`config.mk`:
```
export PLATFORM = sky130hd
export DESIGN_NAME = psm_port
export DESIGN_NICKNAME = d
export VERILOG_FILES = /design/src/psm_pkg.sv /design/src/psm_port.sv
export SDC_FILE = /design/constraint.sdc
export NUM_CORES = 1
export LEC_CHECK = 0
export ABC_AREA = 1
export BUFFER_PORTS_ARGS = -buffer_cell sky130_fd_sc_hd__buf_2
export CAP_MARGIN = 15
export CORE_MARGIN = 2
export CORE_UTILIZATION = 54
export CTS_CLUSTER_DIAMETER = 200
export DETAILED_ROUTE_END_ITERATION = 8
export GPL_TIMING_DRIVEN = 0
export PLACE_DENSITY = 0.89
export SYNTH_ARGS = -nofsm -noshare
export SYNTH_HDL_FRONTEND = slang
export SYNTH_SLANG_ARGS = --single-unit
```
`constraint.sdc`:
```
create_clock -name clk -period 4.3 [get_ports clk]
set_input_delay 1.29 -clock clk [delete_from_list [all_inputs] [get_ports clk]]
set_output_delay 1.29 -clock clk [all_outputs]
set_load 0.03 [all_outputs]
```
`src/psm_pkg.sv`:
```
// Constants, field layout and state type of the programmable synchronous memory port
// Notes on behaviour
// Read latency is programmable to zero, one, two or three interface clock cycles.
// Write latency is programmable to zero, one, two or three interface clock cycles.
// With chip-enable extension off, the space chip enable drops right after the last command is issued.
// With chip-enable extension on, the space chip enable stays asserted exactly while output enable is. On writes the code drops it after the command cycle.
// With strobe function 0 the shared strobe is an address strobe and deselect cycles are inserted.
// With strobe function 1 the shared strobe is a FIFO read enable and no deselect cycle is inserted.
// Software picks which of the two external clocks times the interface; all pins follow that clock.
// Latency, extension, strobe function and clock select live in a secondary control register per space.
// Read data is captured on the rising edge of the selected clock; the memory must hold it valid there.
// Every memory-side output changes only after a rising edge of the selected clock.
// The shared control pins serve as strobe, output enable and write enable during these accesses.
// Read data is taken read-latency cycles after the command; write data is driven write-latency cycles after it.
package psm_pkg;

    // ****************************************************************
    // Widths
    // ****************************************************************
    localparam int DATA_W = 64;
    localparam int ADDR_W = 20;
    localparam int BE_W = 8;
    localparam int SPACE_N = 4;
    localparam int SPACE_W = 2;
    localparam int REG_AW = 8;
    localparam int REG_DW = 32;
    localparam int CNT_W = 3;
    localparam int LAT_W = 2;

    // ****************************************************************
    // Register map
    // ****************************************************************
    localparam logic [REG_AW-1:0] OFF_SEC [SPACE_N] = '{8'h00, 8'h04, 8'h08, 8'h0C};
    localparam logic [REG_AW-1:0] OFF_STATUS = 8'h10;

    // Secondary control fields
    localparam int SEC_W = 7;
    localparam int RL_LSB = 0;
    localparam int WL_LSB = 2;
    localparam int CHIP_ENABLE_EXTEND_BIT = 4;
    localparam int STRB_BIT = 5;
    localparam int CLKSEL_BIT = 6;
    localparam logic [SEC_W-1:0] SEC_RESET = 7'h00;

    // Status fields
    localparam int STAT_BUSY_BIT = 0;
    localparam int STAT_SPACE_LSB = 1;
    localparam int STAT_WRITE_BIT = 3;

    // ****************************************************************
    // Sequencer states
    // ****************************************************************
    typedef enum logic [1:0] {ST_IDLE, ST_ACT, ST_DESEL} psm_state_e;

endpackage : psm_pkg

```
`src/psm_port.sv`:
```
// Programmable synchronous memory port: register file, link clock edge finder, access sequencer
//
// Our own choices: the address map and strobed register access.
module psm_port
    import psm_pkg::*;
(
    input wire logic clk,
    input wire logic rst,
    input wire logic [REG_AW-1:0] reg_addr,
    input wire logic [REG_DW-1:0] reg_wdata,
    input wire logic reg_wr,
    input wire logic reg_rd,
    output logic [REG_DW-1:0] reg_rdata,
    input wire logic req_valid,
    input wire logic req_write,
    input wire logic [SPACE_W-1:0] req_space,
    input wire logic [ADDR_W-1:0] req_addr,
    input wire logic [BE_W-1:0] req_be,
    input wire logic [DATA_W-1:0] req_wdata,
    output logic req_ready,
    output logic rsp_valid,
    output logic [DATA_W-1:0] rsp_rdata,
    input wire logic ext_clock_out_one,
    input wire logic ext_clock_out_two,
    output logic [SPACE_N-1:0] space_chip_enable_n,
    output logic [BE_W-1:0] byte_enable_n,
    output logic [ADDR_W-1:0] ext_address,
    input wire logic [DATA_W-1:0] ext_data_i,
    output logic [DATA_W-1:0] ext_data_o,
    output logic ext_data_oe,
    output logic strobe_read_enable_n,
    output logic sync_output_enable_n,
    output logic sync_write_enable_n
);

    // ****************************************************************
    // Declarations
    // ****************************************************************
    logic [SEC_W-1:0] sec_ff [SPACE_N];
    logic [REG_DW-1:0] rdata_ff;
    logic [1:0] clk_meta_ff;
    logic [1:0] clk_sync_ff;
    logic [1:0] clk_prev_ff;
    logic [DATA_W-1:0] data_meta_ff;
    logic [DATA_W-1:0] data_sync_ff;
    psm_state_e state_ff;
    logic [CNT_W-1:0] cnt_ff;
    logic [SEC_W-1:0] cfg_ff;
    logic [SPACE_W-1:0] space_ff;
    logic wr_ff;
    logic ready_ff;
    logic rsp_valid_ff;
    logic [DATA_W-1:0] rsp_rdata_ff;
    logic [SPACE_N-1:0] ce_n_ff;
    logic [BE_W-1:0] be_n_ff;
    logic [ADDR_W-1:0] addr_ff;
    logic [DATA_W-1:0] dout_ff;
    logic doe_ff;
    logic strobe_n_ff;
    logic oe_n_ff;
    logic we_n_ff;
    logic clk_sel;
    logic edge_c;
    logic [LAT_W-1:0] rl_cur;
    logic [LAT_W-1:0] wl_cur;
    logic [LAT_W-1:0] wl_req;
    logic chip_enable_extend_cur;
    logic strb_cur;
    logic strb_req;
    logic last_edge;

    // ****************************************************************
    // Register file
    // ****************************************************************
    // One secondary control word per space
    always_ff @(posedge clk)
    begin
        if (rst)
        begin
            for (int i = 0; i < SPACE_N; i++)
            begin
                sec_ff[i] <= SEC_RESET;
            end
        end
        else if (reg_wr)
        begin
            for (int i = 0; i < SPACE_N; i++)
            begin
                if (reg_addr == OFF_SEC[i])
                begin
                    sec_ff[i] <= reg_wdata[SEC_W-1:0];
                end
            end
        end
    end

    // Read data stands one cycle after the strobe, zero otherwise and for unmapped offsets
    always_ff @(posedge clk)
    begin
        if (rst)
        begin
            rdata_ff <= '0;
        end
        else
        begin
            rdata_ff <= '0;
            if (reg_rd)
            begin
                for (int i = 0; i < SPACE_N; i++)
                begin
                    if (reg_addr == OFF_SEC[i])
                    begin
                        rdata_ff <= {{(REG_DW-SEC_W){1'b0}}, sec_ff[i]};
                    end
                end
                if (reg_addr == OFF_STATUS)
                begin
                    rdata_ff[STAT_BUSY_BIT] <= (state_ff != ST_IDLE);
                    rdata_ff[STAT_SPACE_LSB +: SPACE_W] <= space_ff;
                    rdata_ff[STAT_WRITE_BIT] <= wr_ff;
                end
            end
        end
    end

    // ****************************************************************
    // Link clock and read data synchronisers
    // ****************************************************************
    // Data goes through the same two stages as the clocks so both stay aligned
    // Clock stages reset high: a link clock high at release must not look like a rising edge
    always_ff @(posedge clk)
    begin
        if (rst)
        begin
            clk_meta_ff <= '1;
            clk_sync_ff <= '1;
            clk_prev_ff <= '1;
            data_meta_ff <= '0;
            data_sync_ff <= '0;
        end
        else
        begin
            clk_meta_ff <= {ext_clock_out_two, ext_clock_out_one};
            clk_sync_ff <= clk_meta_ff;
            clk_prev_ff <= clk_sync_ff;
            data_meta_ff <= ext_data_i;
            data_sync_ff <= data_meta_ff;
        end
    end

    // Clock choice follows the requested space while idle, the latched one during an access
    always_comb
    begin
        clk_sel = (state_ff == ST_IDLE) ? sec_ff[req_space][CLKSEL_BIT] : cfg_ff[CLKSEL_BIT];
        edge_c = clk_sync_ff[clk_sel] & ~clk_prev_ff[clk_sel];
    end

    // Fields of the latched configuration, and of the requested space's word (wl_req, strb_req)
    assign rl_cur = cfg_ff[RL_LSB +: LAT_W];
    assign wl_cur = cfg_ff[WL_LSB +: LAT_W];
    assign chip_enable_extend_cur = cfg_ff[CHIP_ENABLE_EXTEND_BIT];
    assign strb_cur = cfg_ff[STRB_BIT];
    assign wl_req = sec_ff[req_space][WL_LSB +: LAT_W];
    assign strb_req = sec_ff[req_space][STRB_BIT];

    // Last link edge of the access: data beat of a write or capture of a read
    assign last_edge = wr_ff ? (cnt_ff == {1'b0, wl_cur}) : (cnt_ff == {1'b0, rl_cur});

    // ****************************************************************
    // Access sequencer
    // ****************************************************************
    // All but the one-cycle ready and response pulses moves only on a detected edge, so pins never change between edges
    always_ff @(posedge clk)
    begin
        if (rst)
        begin
            state_ff <= ST_IDLE;
            cnt_ff <= '0;
            cfg_ff <= SEC_RESET;
            space_ff <= '0;
            wr_ff <= 1'b0;
            ready_ff <= 1'b0;
            rsp_valid_ff <= 1'b0;
            rsp_rdata_ff <= '0;
            ce_n_ff <= '1;
            be_n_ff <= '1;
            addr_ff <= '0;
            dout_ff <= '0;
            doe_ff <= 1'b0;
            strobe_n_ff <= 1'b1;
            oe_n_ff <= 1'b1;
            we_n_ff <= 1'b1;
        end
        else
        begin
            ready_ff <= 1'b0;
            rsp_valid_ff <= 1'b0;
            if (edge_c)
            begin
                unique case (state_ff)
                    ST_IDLE:
                    begin
                        if (req_valid)
                        begin
                            state_ff <= ST_ACT;
                            cnt_ff <= '0;
                            cfg_ff <= sec_ff[req_space];
                            space_ff <= req_space;
                            wr_ff <= req_write;
                            ready_ff <= 1'b1;
                            ce_n_ff <= ~(SPACE_N'(1) << req_space);
                            be_n_ff <= ~req_be;
                            addr_ff <= req_addr;
                            dout_ff <= req_wdata;
                            // FIFO read enable only pulses on reads; address strobe on every command
                            strobe_n_ff <= strb_req & req_write;
                            oe_n_ff <= req_write;
                            we_n_ff <= ~req_write;
                            doe_ff <= req_write && (wl_req == '0);
                        end
                    end
                    ST_ACT:
                    begin
                        cnt_ff <= cnt_ff + CNT_W'(1);
                        strobe_n_ff <= 1'b1;
                        we_n_ff <= 1'b1;
                        // Without extension the enable lasts only the command cycle
                        if (!chip_enable_extend_cur || wr_ff)
                        begin
                            ce_n_ff <= '1;
                        end
                        if (wr_ff && (cnt_ff + CNT_W'(1) == {1'b0, wl_cur}))
                        begin
                            doe_ff <= 1'b1;
                        end
                        if (last_edge)
                        begin
                            doe_ff <= 1'b0;
                            oe_n_ff <= 1'b1;
                            ce_n_ff <= '1;
                            if (!wr_ff)
                            begin
                                rsp_rdata_ff <= data_sync_ff;
                                rsp_valid_ff <= 1'b1;
                            end
                            if (strb_cur)
                            begin
                                state_ff <= ST_IDLE;
                            end
                            else
                            begin
                                state_ff <= ST_DESEL;
                                strobe_n_ff <= 1'b0;
                            end
                        end
                    end
                    ST_DESEL:
                    begin
                        strobe_n_ff <= 1'b1;
                        state_ff <= ST_IDLE;
                    end
                endcase
            end
        end
    end

    // ****************************************************************
    // Outputs
    // ****************************************************************
    assign reg_rdata = rdata_ff;
    assign req_ready = ready_ff;
    assign rsp_valid = rsp_valid_ff;
    assign rsp_rdata = rsp_rdata_ff;
    assign space_chip_enable_n = ce_n_ff;
    assign byte_enable_n = be_n_ff;
    assign ext_address = addr_ff;
    assign ext_data_o = dout_ff;
    assign ext_data_oe = doe_ff;
    assign strobe_read_enable_n = strobe_n_ff;
    assign sync_output_enable_n = oe_n_ff;
    assign sync_write_enable_n = we_n_ff;
endmodule : psm_port

```
======== Word level (Yosys, flattened, before mapping) ========
Memory sizes are Yosys's and may differ from the RTL's.
Cells that the tools add are included.
cells by class
  equality and inequality tests ........... 13
  muxes and demuxes ....................... 58
  $lt $le $gt $ge ......................... 1
  reduce and logical (&&, ||, !) cells .... 21
  add/sub/neg operators ................... 1
  shifts and indexed selects .............. 1
  bitwise operators ....................... 16
operators by type and width
  kind                number
  $mux 7              8
  $mux 1              35
  $eq 8x4->1 const B  2
  $mux 4              4
  $reduce_and 4->1    4
  $eq 3x2->1          3
  $reduce_and 3->1    3
  $eq 8x3->1 const B  1
  $eq 8x5->1 const B  1
  $logic_not 8->1     1
  $not 1->1           8
  $not 8->8           1
  $pmux 4 s2          1
  $mux 2              3
  $ne 3x3->1 const B  2
  $pmux 1 s2          3
  $pmux 2 s3          1
  $pmux 3 s2          1
  $reduce_or 5->1     1
  $logic_not 2->1     2
  $ne 2x2->1 const B  2
  $not 4->4           1
  $or 1x1->1          4
  $reduce_bool 2->1   2
  other kinds (15)    17
storage, ports and cells
  input port bits ......................... 206
  word-level logic and storage cells ...... 135
  output and inout port bits .............. 198
  memories ................................ 1
  RAM bits ................................ 28
  flip-flop bits (word level) ............. 347
memory list
  name    depth  width  rd ports  clocked after memory_dff  write ports  line            RTL
  sec_ff  4      7      5         0                         4            psm_port.sv:39  logic [SEC_W-1:0] sec_ff [SPACE_N];

======== Logic depth before layout (Yosys ltp) ========
Gate-level depths: netlist (run 1).
  depth in word-level cells ............... 8
  mapped depth ............................ 14
  gate-level depth less buffers ........... 13

======== Worst setup path after synthesis (run 1) ========
No wires, ideal clock.
  path kind ............................... input to register
  from .................................... in reg_addr[4]
  to ...................................... mem sec_ff[3][0], enable pin
  setup time .............................. 0.381 ns
  buffers on the path ..................... 0
  data arrival time ....................... 2.408 ns
  setup slack ............................. 1.512 ns
  stages on the path ...................... 5
  data required time ...................... 3.919 ns
  cell sequence ........................... inv_1 nand4_1 nor2_1 nand3_1 o21ai_0
RTL lines
  element             line            RTL
  start: declaration  psm_port.sv:9   input wire logic [REG_AW-1:0] reg_addr,
  end: declaration    psm_port.sv:39

==> impl_results.rst, run 1 <==
.. list-table::
   :header-rows: 1

   * - Metric
     - Value
   * - Run status
     - completed
   * - Instance count of the mapped netlist
     - 1,517
   * - Clk_skew
     - 21.35 ps
   * - Total via count after detailed routing
     - 11,240
   * - Critical path class
     - input pin to flip-flop
   * - Final Hold Vio Count
     - 0
   * - Final wirelength
     - 33,820 um
   * - Yosys synthesis warning count
     - 0
   * - WP data required
     - 4400 ps
   * - Clock latency at the later pin of the worst-skew pair
     - 520 ps
   * - Pin count of the biggest net entering global routing
     - 15
   * - Fraction of registers with async set or reset after synthesis
     - 0%
   * - Chip height
     - 155.9 um
   * - Critical path launch point type
     - input pin
   * - Reported leakage power
     - 7.919 nW
   * - Total count of max-transition violations in the final report
     - 0
   * - Row cnt
     - 55
   * - CTS Buf Count
     - 36
   * - Post-DR vias/cell
     - 5.004
   * - Post-cts sizing count
     - 0
   * - Mapped cell area
     - 0.01246 mm^2
   * - Root buf cell
     - clkbuf_16
   * - TritonCTS clock tree
     - yes
   * - Starting density of the core
     - 55.05%
   * - Total number of nets in the final design
     - 2,142
   * - Power share of the combinational group
     - 6.8%
   * - Power density cells
     - 437.0 mW/mm^2
   * - Vias in the first global route
     - 10,650
   * - Post-detail-place hpwl
     - 24,430 um
   * - Total grt overflow
     - 0
   * - Post-route core utilization
     - 70.00%
   * - Hold Buf Count CTS
     - 0
   * - Top-level port count
     - 404
   * - Maximum net fanout on the critical path
     - 10
   * - First-iteration detailed-routing DRC count
     - 821
   * - Buffers from clock root to sink, at most
     - 3
   * - Data arrival at the endpoint of the critical path
     - 3180 ps
   * - Number of optimization iterations in the first detailed-route pass
     - 8
   * - Highest clock rate
     - 0.3246 GHz
   * - IO Port Bufs
     - 352
   * - Switching power of the nets
     - 1.586 mW
   * - Number of max-cap violations
     - 0
   * - Wire length of the first global-routing pass
     - 52,140 um
   * - Core area
     - 0.02264 mm^2
   * - Total internal power
     - 5.339 mW
   * - Clock network power share
     - 43.8%
   * - Relative slew slack
     - 19.66%
   * - # H-tree levels
     - 2
   * - Tmin final
     - 3081 ps
   * - Sequential fraction of the synthesis area
     - 58.46%
   * - Antenna violations before repair
     - 3
   * - Overall fraction of global-route tracks in use
     - 26.88%
   * - Aggregate negative setup slack
     - 0 ps
   * - Switching portion of total power
     - 22.90%
   * - Clock-pin slew on the worst setup and hold paths
     - 60 ps
   * - CP Capture Type
     - flip-flop
   * - Worst Tran Pin Value
     - 1193 ps
   * - Share of final-layout standard cells stronger than drive strength 1
     - 25.06%
   * - Post-CTS setup buffer count
     - 0
   * - Part of the power in registers
     - 49.4%
   * - Weighted congestion at the end of routability-driven global placement
     - 0.9254
   * - Number of enable-type register cells in the synthesized netlist
     - 28
   * - Worst ir drop on vdd
     - 0.4186 mV
   * - Mean post-synth cell area
     - 8.217 um^2
   * - Number of register bits inferred by synthesis
     - 350
   * - Full die area
     - 0.02431 mm^2
   * - Most frequently used flop master after synthesis
     - dfxtp_1
   * - Avg WL per Cell
     - 15.05 um
   * - Floorplan die width
     - 155.9 um
   * - Synth-to-layout area growth
     - 27.14%
   * - RSZ-0062 raised after global routing
     - false
   * - Remaining DRCs
     - 0
   * - Fraction of the cycle the final worst path needs
     - 71.65%
   * - Number of setup violations in the final report
     - 0
   * - Antenna viol nets, final
     - 0
   * - Count of unique library cells instantiated by Yosys
     - 34
   * - TritonCTS sink count
     - 350
   * - Class of the worst hold path
     - flip-flop to flip-flop
## path summary, 6_finish.rpt
check / slack, ps / endpoint / cells after the start / startpoint
max: 1220 / sec_ff[0][2] / 5 / rst
min: 390 / data_sync_ff[14] / 2 / data_meta_ff[14]
max reg2reg: 1920 / ext_data_o[61] / 11 / state_ff[1]
min reg2reg: 390 / data_sync_ff[14] / 2 / data_meta_ff[14]
## flip-flops by register name, indices dropped and copies added, names as in the netlist, 4 cells and up
register             count
byte_enable_n            8
cfg_ff                   7
data_meta_ff            64
data_sync_ff            64
ext_address             20
ext_data_o              64
reg_rdata                7
rsp_rdata               64
sec_ff                  28
space_chip_enable_n      4
## layout by cell type (no fill, tap or decap), types with 3 or more instances in the layout
master	netlist	routed
nand4_1	10	10
or2_2	7	7
nand3_1	103	103
diode_2	0	3
nand2_1	175	175
clkbuf_8	0	5
clkinv_1	1	3
clkbuf_16	0	37
a22oi_1	6	6
buf_2	31	384
nand2_4	3	3
clkinv_2	0	7
buf_4	26	26
o21ai_0	35	35
dfxtp_1	322	322
a21oi_1	75	75
a41oi_1	5	5
inv_1	183	183
conb_1	1	25
o21ai_1	72	72
nor2_1	365	365
buf_8	8	8
clkbuf_1	40	48
ha_1	4	4
edfxtp_1	28	28
## power by group through the flow
stage | Sequential [mW] | Combinational (mW) | Clock (mW)
after global placement | 3.49 | 0.452 | 0
after detailed placement | 3.49 | 0.461 | 0
after floorplan | 3.53 | 0.236 | 0
after CTS | 3.42 | 0.465 | 3.08
after global routing | 3.43 | 0.515 | 3.20
final | 3.42 | 0.470 | 3.03
## per-layer routing
metal	share of wire, %	wire (um)	GRT usage [%]
met5	0	0	0
met4	4.6	1556	13.63
met3	7.3	2457	5.389
met2	50	16780	48.00
met1	39	13020	30.56
## stage by stage
stage	instance area [um^2]	power (mW)	std cells	hold WS (ps)	setup slack (ps)
floorplan	12550	3.765	1541	388.3	1512
global placement	14670	3.938	2178	389.4	730.4
detailed placement	14670	3.952	2178	391.6	695.6
CTS	15840	6.966	2243	398.6	1225
global route	15850	7.144	2247	416.7	1158
finish	15850	6.925	2247	394.4	1219
## cells by family (layout without fill, tap and decap cells)
logic type	Yosys count	count (layout)	share of synthesized area [%]
AOI/OAI and AO/OA	199	199	8.372
xor gates and xnor gates	1	1	0.07028
DFF	350	350	58.46
and+or+nand+nor	669	669	21.95
other	1	28	0.03009
adders and majority gates	4	4	0.4015
buffers and inverters	293	711	10.71
## critical path: stages
cell	delay (ps)
clkbuf_1	210
inv_1	150
clkbuf_1	530
clkbuf_1	430
o21ai_0	560
## synth_stat cells, types with 2 or more instances
library cell	instances	share of area [%]
clkbuf_1	40	1.2
nand3_1	103	4.1
buf_2	31	1.2
or2_2	7	0.35
ha_1	4	0.40
buf_8	8	0.96
o21ai_1	72	2.9
a41oi_1	5	0.35
nor3_1	2	0.080
a22oi_1	6	0.36
a21oi_1	75	3.0
nand2_1	175	5.3
o21a_1	2	0.12
nand2_4	3	0.27
edfxtp_1	28	6.7
a31oi_1	2	0.10
nand4_1	10	0.50
nor2_1	365	11
inv_1	183	5.5
buf_4	26	1.6
o21ai_0	35	1.4
dfxtp_1	322	52
inv_2	2	0.060
## cell type report
type	instances	area, um^2
Sequential cell	350	7287
Fill cell	1723	6793
Multi-Input combinational cell	898	3933
Timing Repair Buffer	353	1767
Clock buffer	50	1025
Inverter	186	698.2
Buffer	107	636.9
Tap cell	285	356.6
Clock inverter	15	137.6
Antenna cell	3	7.507
Power figures use the tool's default switching activity.
==> inputs of run 2 (changes only) <==
--- a/config.mk
+++ b/config.mk
@@ -9,11 +9,11 @@
 export BUFFER_PORTS_ARGS = -buffer_cell sky130_fd_sc_hd__buf_2
 export CAP_MARGIN = 15
 export CORE_MARGIN = 2
-export CORE_UTILIZATION = 54
+export CORE_UTILIZATION = 50
 export CTS_CLUSTER_DIAMETER = 200
 export DETAILED_ROUTE_END_ITERATION = 8
 export GPL_TIMING_DRIVEN = 0
-export PLACE_DENSITY = 0.89
+export PLACE_DENSITY = 0.84
 export SYNTH_ARGS = -nofsm -noshare
 export SYNTH_HDL_FRONTEND = slang
 export SYNTH_SLANG_ARGS = --single-unit
==> constraint.sdc (replaced) <==
create_clock -name clk -period 3.1 [get_ports clk]
set_input_delay 0.93 -clock clk [delete_from_list [all_inputs] [get_ports clk]]
set_output_delay 0.93 -clock clk [all_outputs]
set_load 0.03 [all_outputs]
==> impl_results.rst, run 2 (same netlist as run 1, synthesis figures left out) <==
.. list-table::
   :header-rows: 1

   * - Metric
     - Value
   * - Layer with the highest usage after global routing
     - met2
   * - Critical path launch point type
     - input pin
   * - Cell-by-cell listing of the critical path
     - clkbuf_1 -> inv_1 -> clkbuf_1 -> clkbuf_1 -> o21ai_0
   * - Final std cells w/o fill
     - 2,286 (+1.7%)
   * - Critical Path Slowest Stage Cell
     - o21ai_0
   * - Row cnt
     - 57 (+3.6%)
   * - Commonest cells after routing, fill and taps aside
     - buf_2 (384), nor2_1 (365), dfxtp_1 (322), inv_1 (183), nand2_1 (175)
   * - Total grt overflow
     - 0 (unchanged)
   * - Total number of nets in the final design
     - 2,142 (unchanged)
   * - Wire length of the first global-routing pass
     - 53,510 um (+2.6%)
   * - Vias in the first global route
     - 10,710 (+0.52%)
   * - Full die area
     - 0.02621 mm^2 (+7.8%)
   * - Post-DR vias/cell
     - 4.897 (-2.1%)
   * - Startpoint of the worst-slack reg-to-reg timing path
     - state_ff[0]
   * - Reported leakage power
     - 7.934 nW (+0.20%)
   * - Antenna violations before repair
     - 3 (unchanged)
   * - Fill cell instance count of the final layout
     - 1,961 (+14%)
   * - Tmin final
     - 2677 ps
   * - Worst hold path depth
     - 2 (unchanged)
   * - Post-detail-place hpwl
     - 24,710 um (+1.1%)
   * - Total count of max-transition violations in the final report
     - 0 (unchanged)
   * - Floorplan die width
     - 161.9 um (+3.8%)
   * - Root buf cell
     - clkbuf_16
   * - Post-cts sizing count
     - 0 (unchanged)
   * - Share of final-layout standard cells stronger than drive strength 1
     - 25.17% (+0.10 points)
   * - Most prevalent standard cell on the critical path
     - clkbuf_1
   * - RSZ-0062 raised after global routing
     - false
   * - Number of setup violations in the final report
     - 0 (unchanged)
   * - Relative slew slack
     - 16.00% (-3.7 points)
   * - Power density cells
     - 613.5 mW/mm^2 (+40%)
   * - Top-level port count
     - 404 (unchanged)
   * - Maximum net fanout on the critical path
     - 10 (unchanged)
   * - Clock latency at the later pin of the worst-skew pair
     - 520 ps (about the same)
   * - Register Area
     - 0.007287 mm^2 (unchanged)
   * - Remaining DRCs
     - 0 (unchanged)
   * - Delay of the slowest critical-path stage
     - 560 ps (about the same)
   * - Data arrival at the endpoint of the critical path
     - 2760 ps (-420 ps)
   * - Fraction of met3 tracks used by global routing
     - 5.541% (+0.15 points)
   * - Chip height
     - 161.9 um (+3.8%)
   * - Weighted congestion at the end of routability-driven global placement
     - 0.9303 (+0.53%)
   * - Run status
     - completed
   * - Hold Buf Count CTS
     - 0 (unchanged)
   * - Avg WL per Cell
     - 15.14 um (+0.60%)
   * - Clock-pin slew on the worst setup and hold paths
     - 60 ps (about the same)
   * - Worst min-delay path startpoint
     - data_meta_ff[60]
   * - TritonCTS sink count
     - 350 (unchanged)
   * - Core area
     - 0.02439 mm^2 (+7.7%)
   * - Pin count of the biggest net entering global routing
     - 16 (+1)
   * - Overall fraction of global-route tracks in use
     - 25.44% (-1.4 points)
   * - GR met2 Demand/Resource
     - 44.91% (-3.1 points)
   * - R2R depth
     - 11 (unchanged)
   * - Internal reg-to-reg setup slack
     - 730 ps (-1190 ps)
   * - Worst ir drop on vdd
     - 0.3536 mV (-16%)
   * - WP data required
     - 3180 ps (-1220 ps)
   * - Class of the worst hold path
     - flip-flop to flip-flop
   * - Number of optimization iterations in the first detailed-route pass
     - 6 (-2)
   * - Clk_skew
     - 27.15 ps (+5.805 ps)
   * - Buffers from clock root to sink, at most
     - 3 (unchanged)
   * - Footprint of the multi-input gates
     - 0.003933 mm^2 (unchanged)
   * - Worst Tran Pin Value
     - 1247 ps (+54.29 ps)
   * - Critical path class
     - input pin to flip-flop
   * - CTS Buf Count
     - 36 (unchanged)
   * - Hold endpoint
     - data_sync_ff[60]
   * - Grt met1 use
     - 29.08% (-1.5 points)
   * - Final Hold Vio Count
     - 0 (unchanged)
   * - Most common cell after layout, fill and taps aside
     - buf_2
   * - Fraction of the cycle the final worst path needs
     - 86.36%
   * - Antenna viol nets, final
     - 0 (unchanged)
   * - CP Capture Type
     - flip-flop
   * - Placed Instances
     - 2,217 (+1.8%)
   * - Number of max-cap violations
     - 0 (unchanged)
   * - Starting density of the core
     - 51.10% (-4.0 points)
   * - Reg-to-reg critical path endpoint
     - ext_data_o[58]
   * - Final total power
     - 9.783 mW (+41%)
   * - Post-CTS setup buffer count
     - 0 (unchanged)
   * - # H-tree levels
     - 2 (unchanged)
   * - TritonCTS clock tree
     - yes
   * - Synth-to-layout area growth
     - 27.94%
   * - Total via count after detailed routing
     - 11,190 (-0.44%)
   * - First-iteration detailed-routing DRC count
     - 1,035 (+26%)
   * - Final wirelength
     - 34,610 um (+2.4%)
   * - IO Port Bufs
     - 352 (unchanged)
   * - Highest clock rate
     - 0.3735 GHz
## run 2: layer usage
metal / part of all wire (%) / vias up / wire length [um]
met3: 7.8 / 126 / 2703
met2: 49 / 537 / 16920
met1: 38 / 5020 / 13200
li1: - / 5511 / -
met5: 0 / - / 0
met4: 5.2 / 0 / 1788
## run 2: how the worst max path moves through the flow
| stage | end | from | cells after the start |
|---|---|---|---|
| 4_1_cts | sec_ff[1][4] | rst | 5 |
| 5_1_grt | sec_ff[1][5] | rst | 5 |
| 3_5_place_dp | sec_ff[1][5] | rst | 5 |
| 6_report | sec_ff[1][5] | rst | 5 |
| 3_3_place_gp | sec_ff[3][2] | rst | 5 |
| 2_1_floorplan | sec_ff[3][0] | reg_addr[4] | 5 |
## run 2: power by group
group	leakage, nW	switching [mW]	internal, mW
Sequential	2.89	0.0536	4.69
Clock	0.593	1.77	2.62
Combinational	4.45	0.427	0.225
Total	7.93	2.25	7.53
## run 2: layout make-up
cell class / instances / area share [%]
flip-flops and latches: 350 / 45.70
multi-input cells: 898 / 24.66
repair buffers: 353 / 11.08
clock buffers: 49 / 6.528
inverters: 186 / 4.378
plain buffers: 107 / 3.994
well taps: 324 / 2.542
clock inverters: 16 / 1.075
diodes: 3 / 0.04708
## run 2: critical path: cells and delay by family
family | cells | cell delay, ps
buf+inv | 4 | 1260
compound gates | 1 | 560
## run 2: metrics by stage
stage	hold WS, ps	TNS, ps	worst slack (ps)	utilization, %	cell area (um^2)
after floorplan	388.3	0	671.8	-	12550
after global placement	390.3	-786.2	-72.38	60.36	14720
after detailed placement	391.6	-817.3	-54.30	60.36	14720
after CTS	386.9	0	469.4	65.33	15930
after global routing	415.9	0	237.7	65.37	15940
final	383.2	0	422.8	65.38	15950
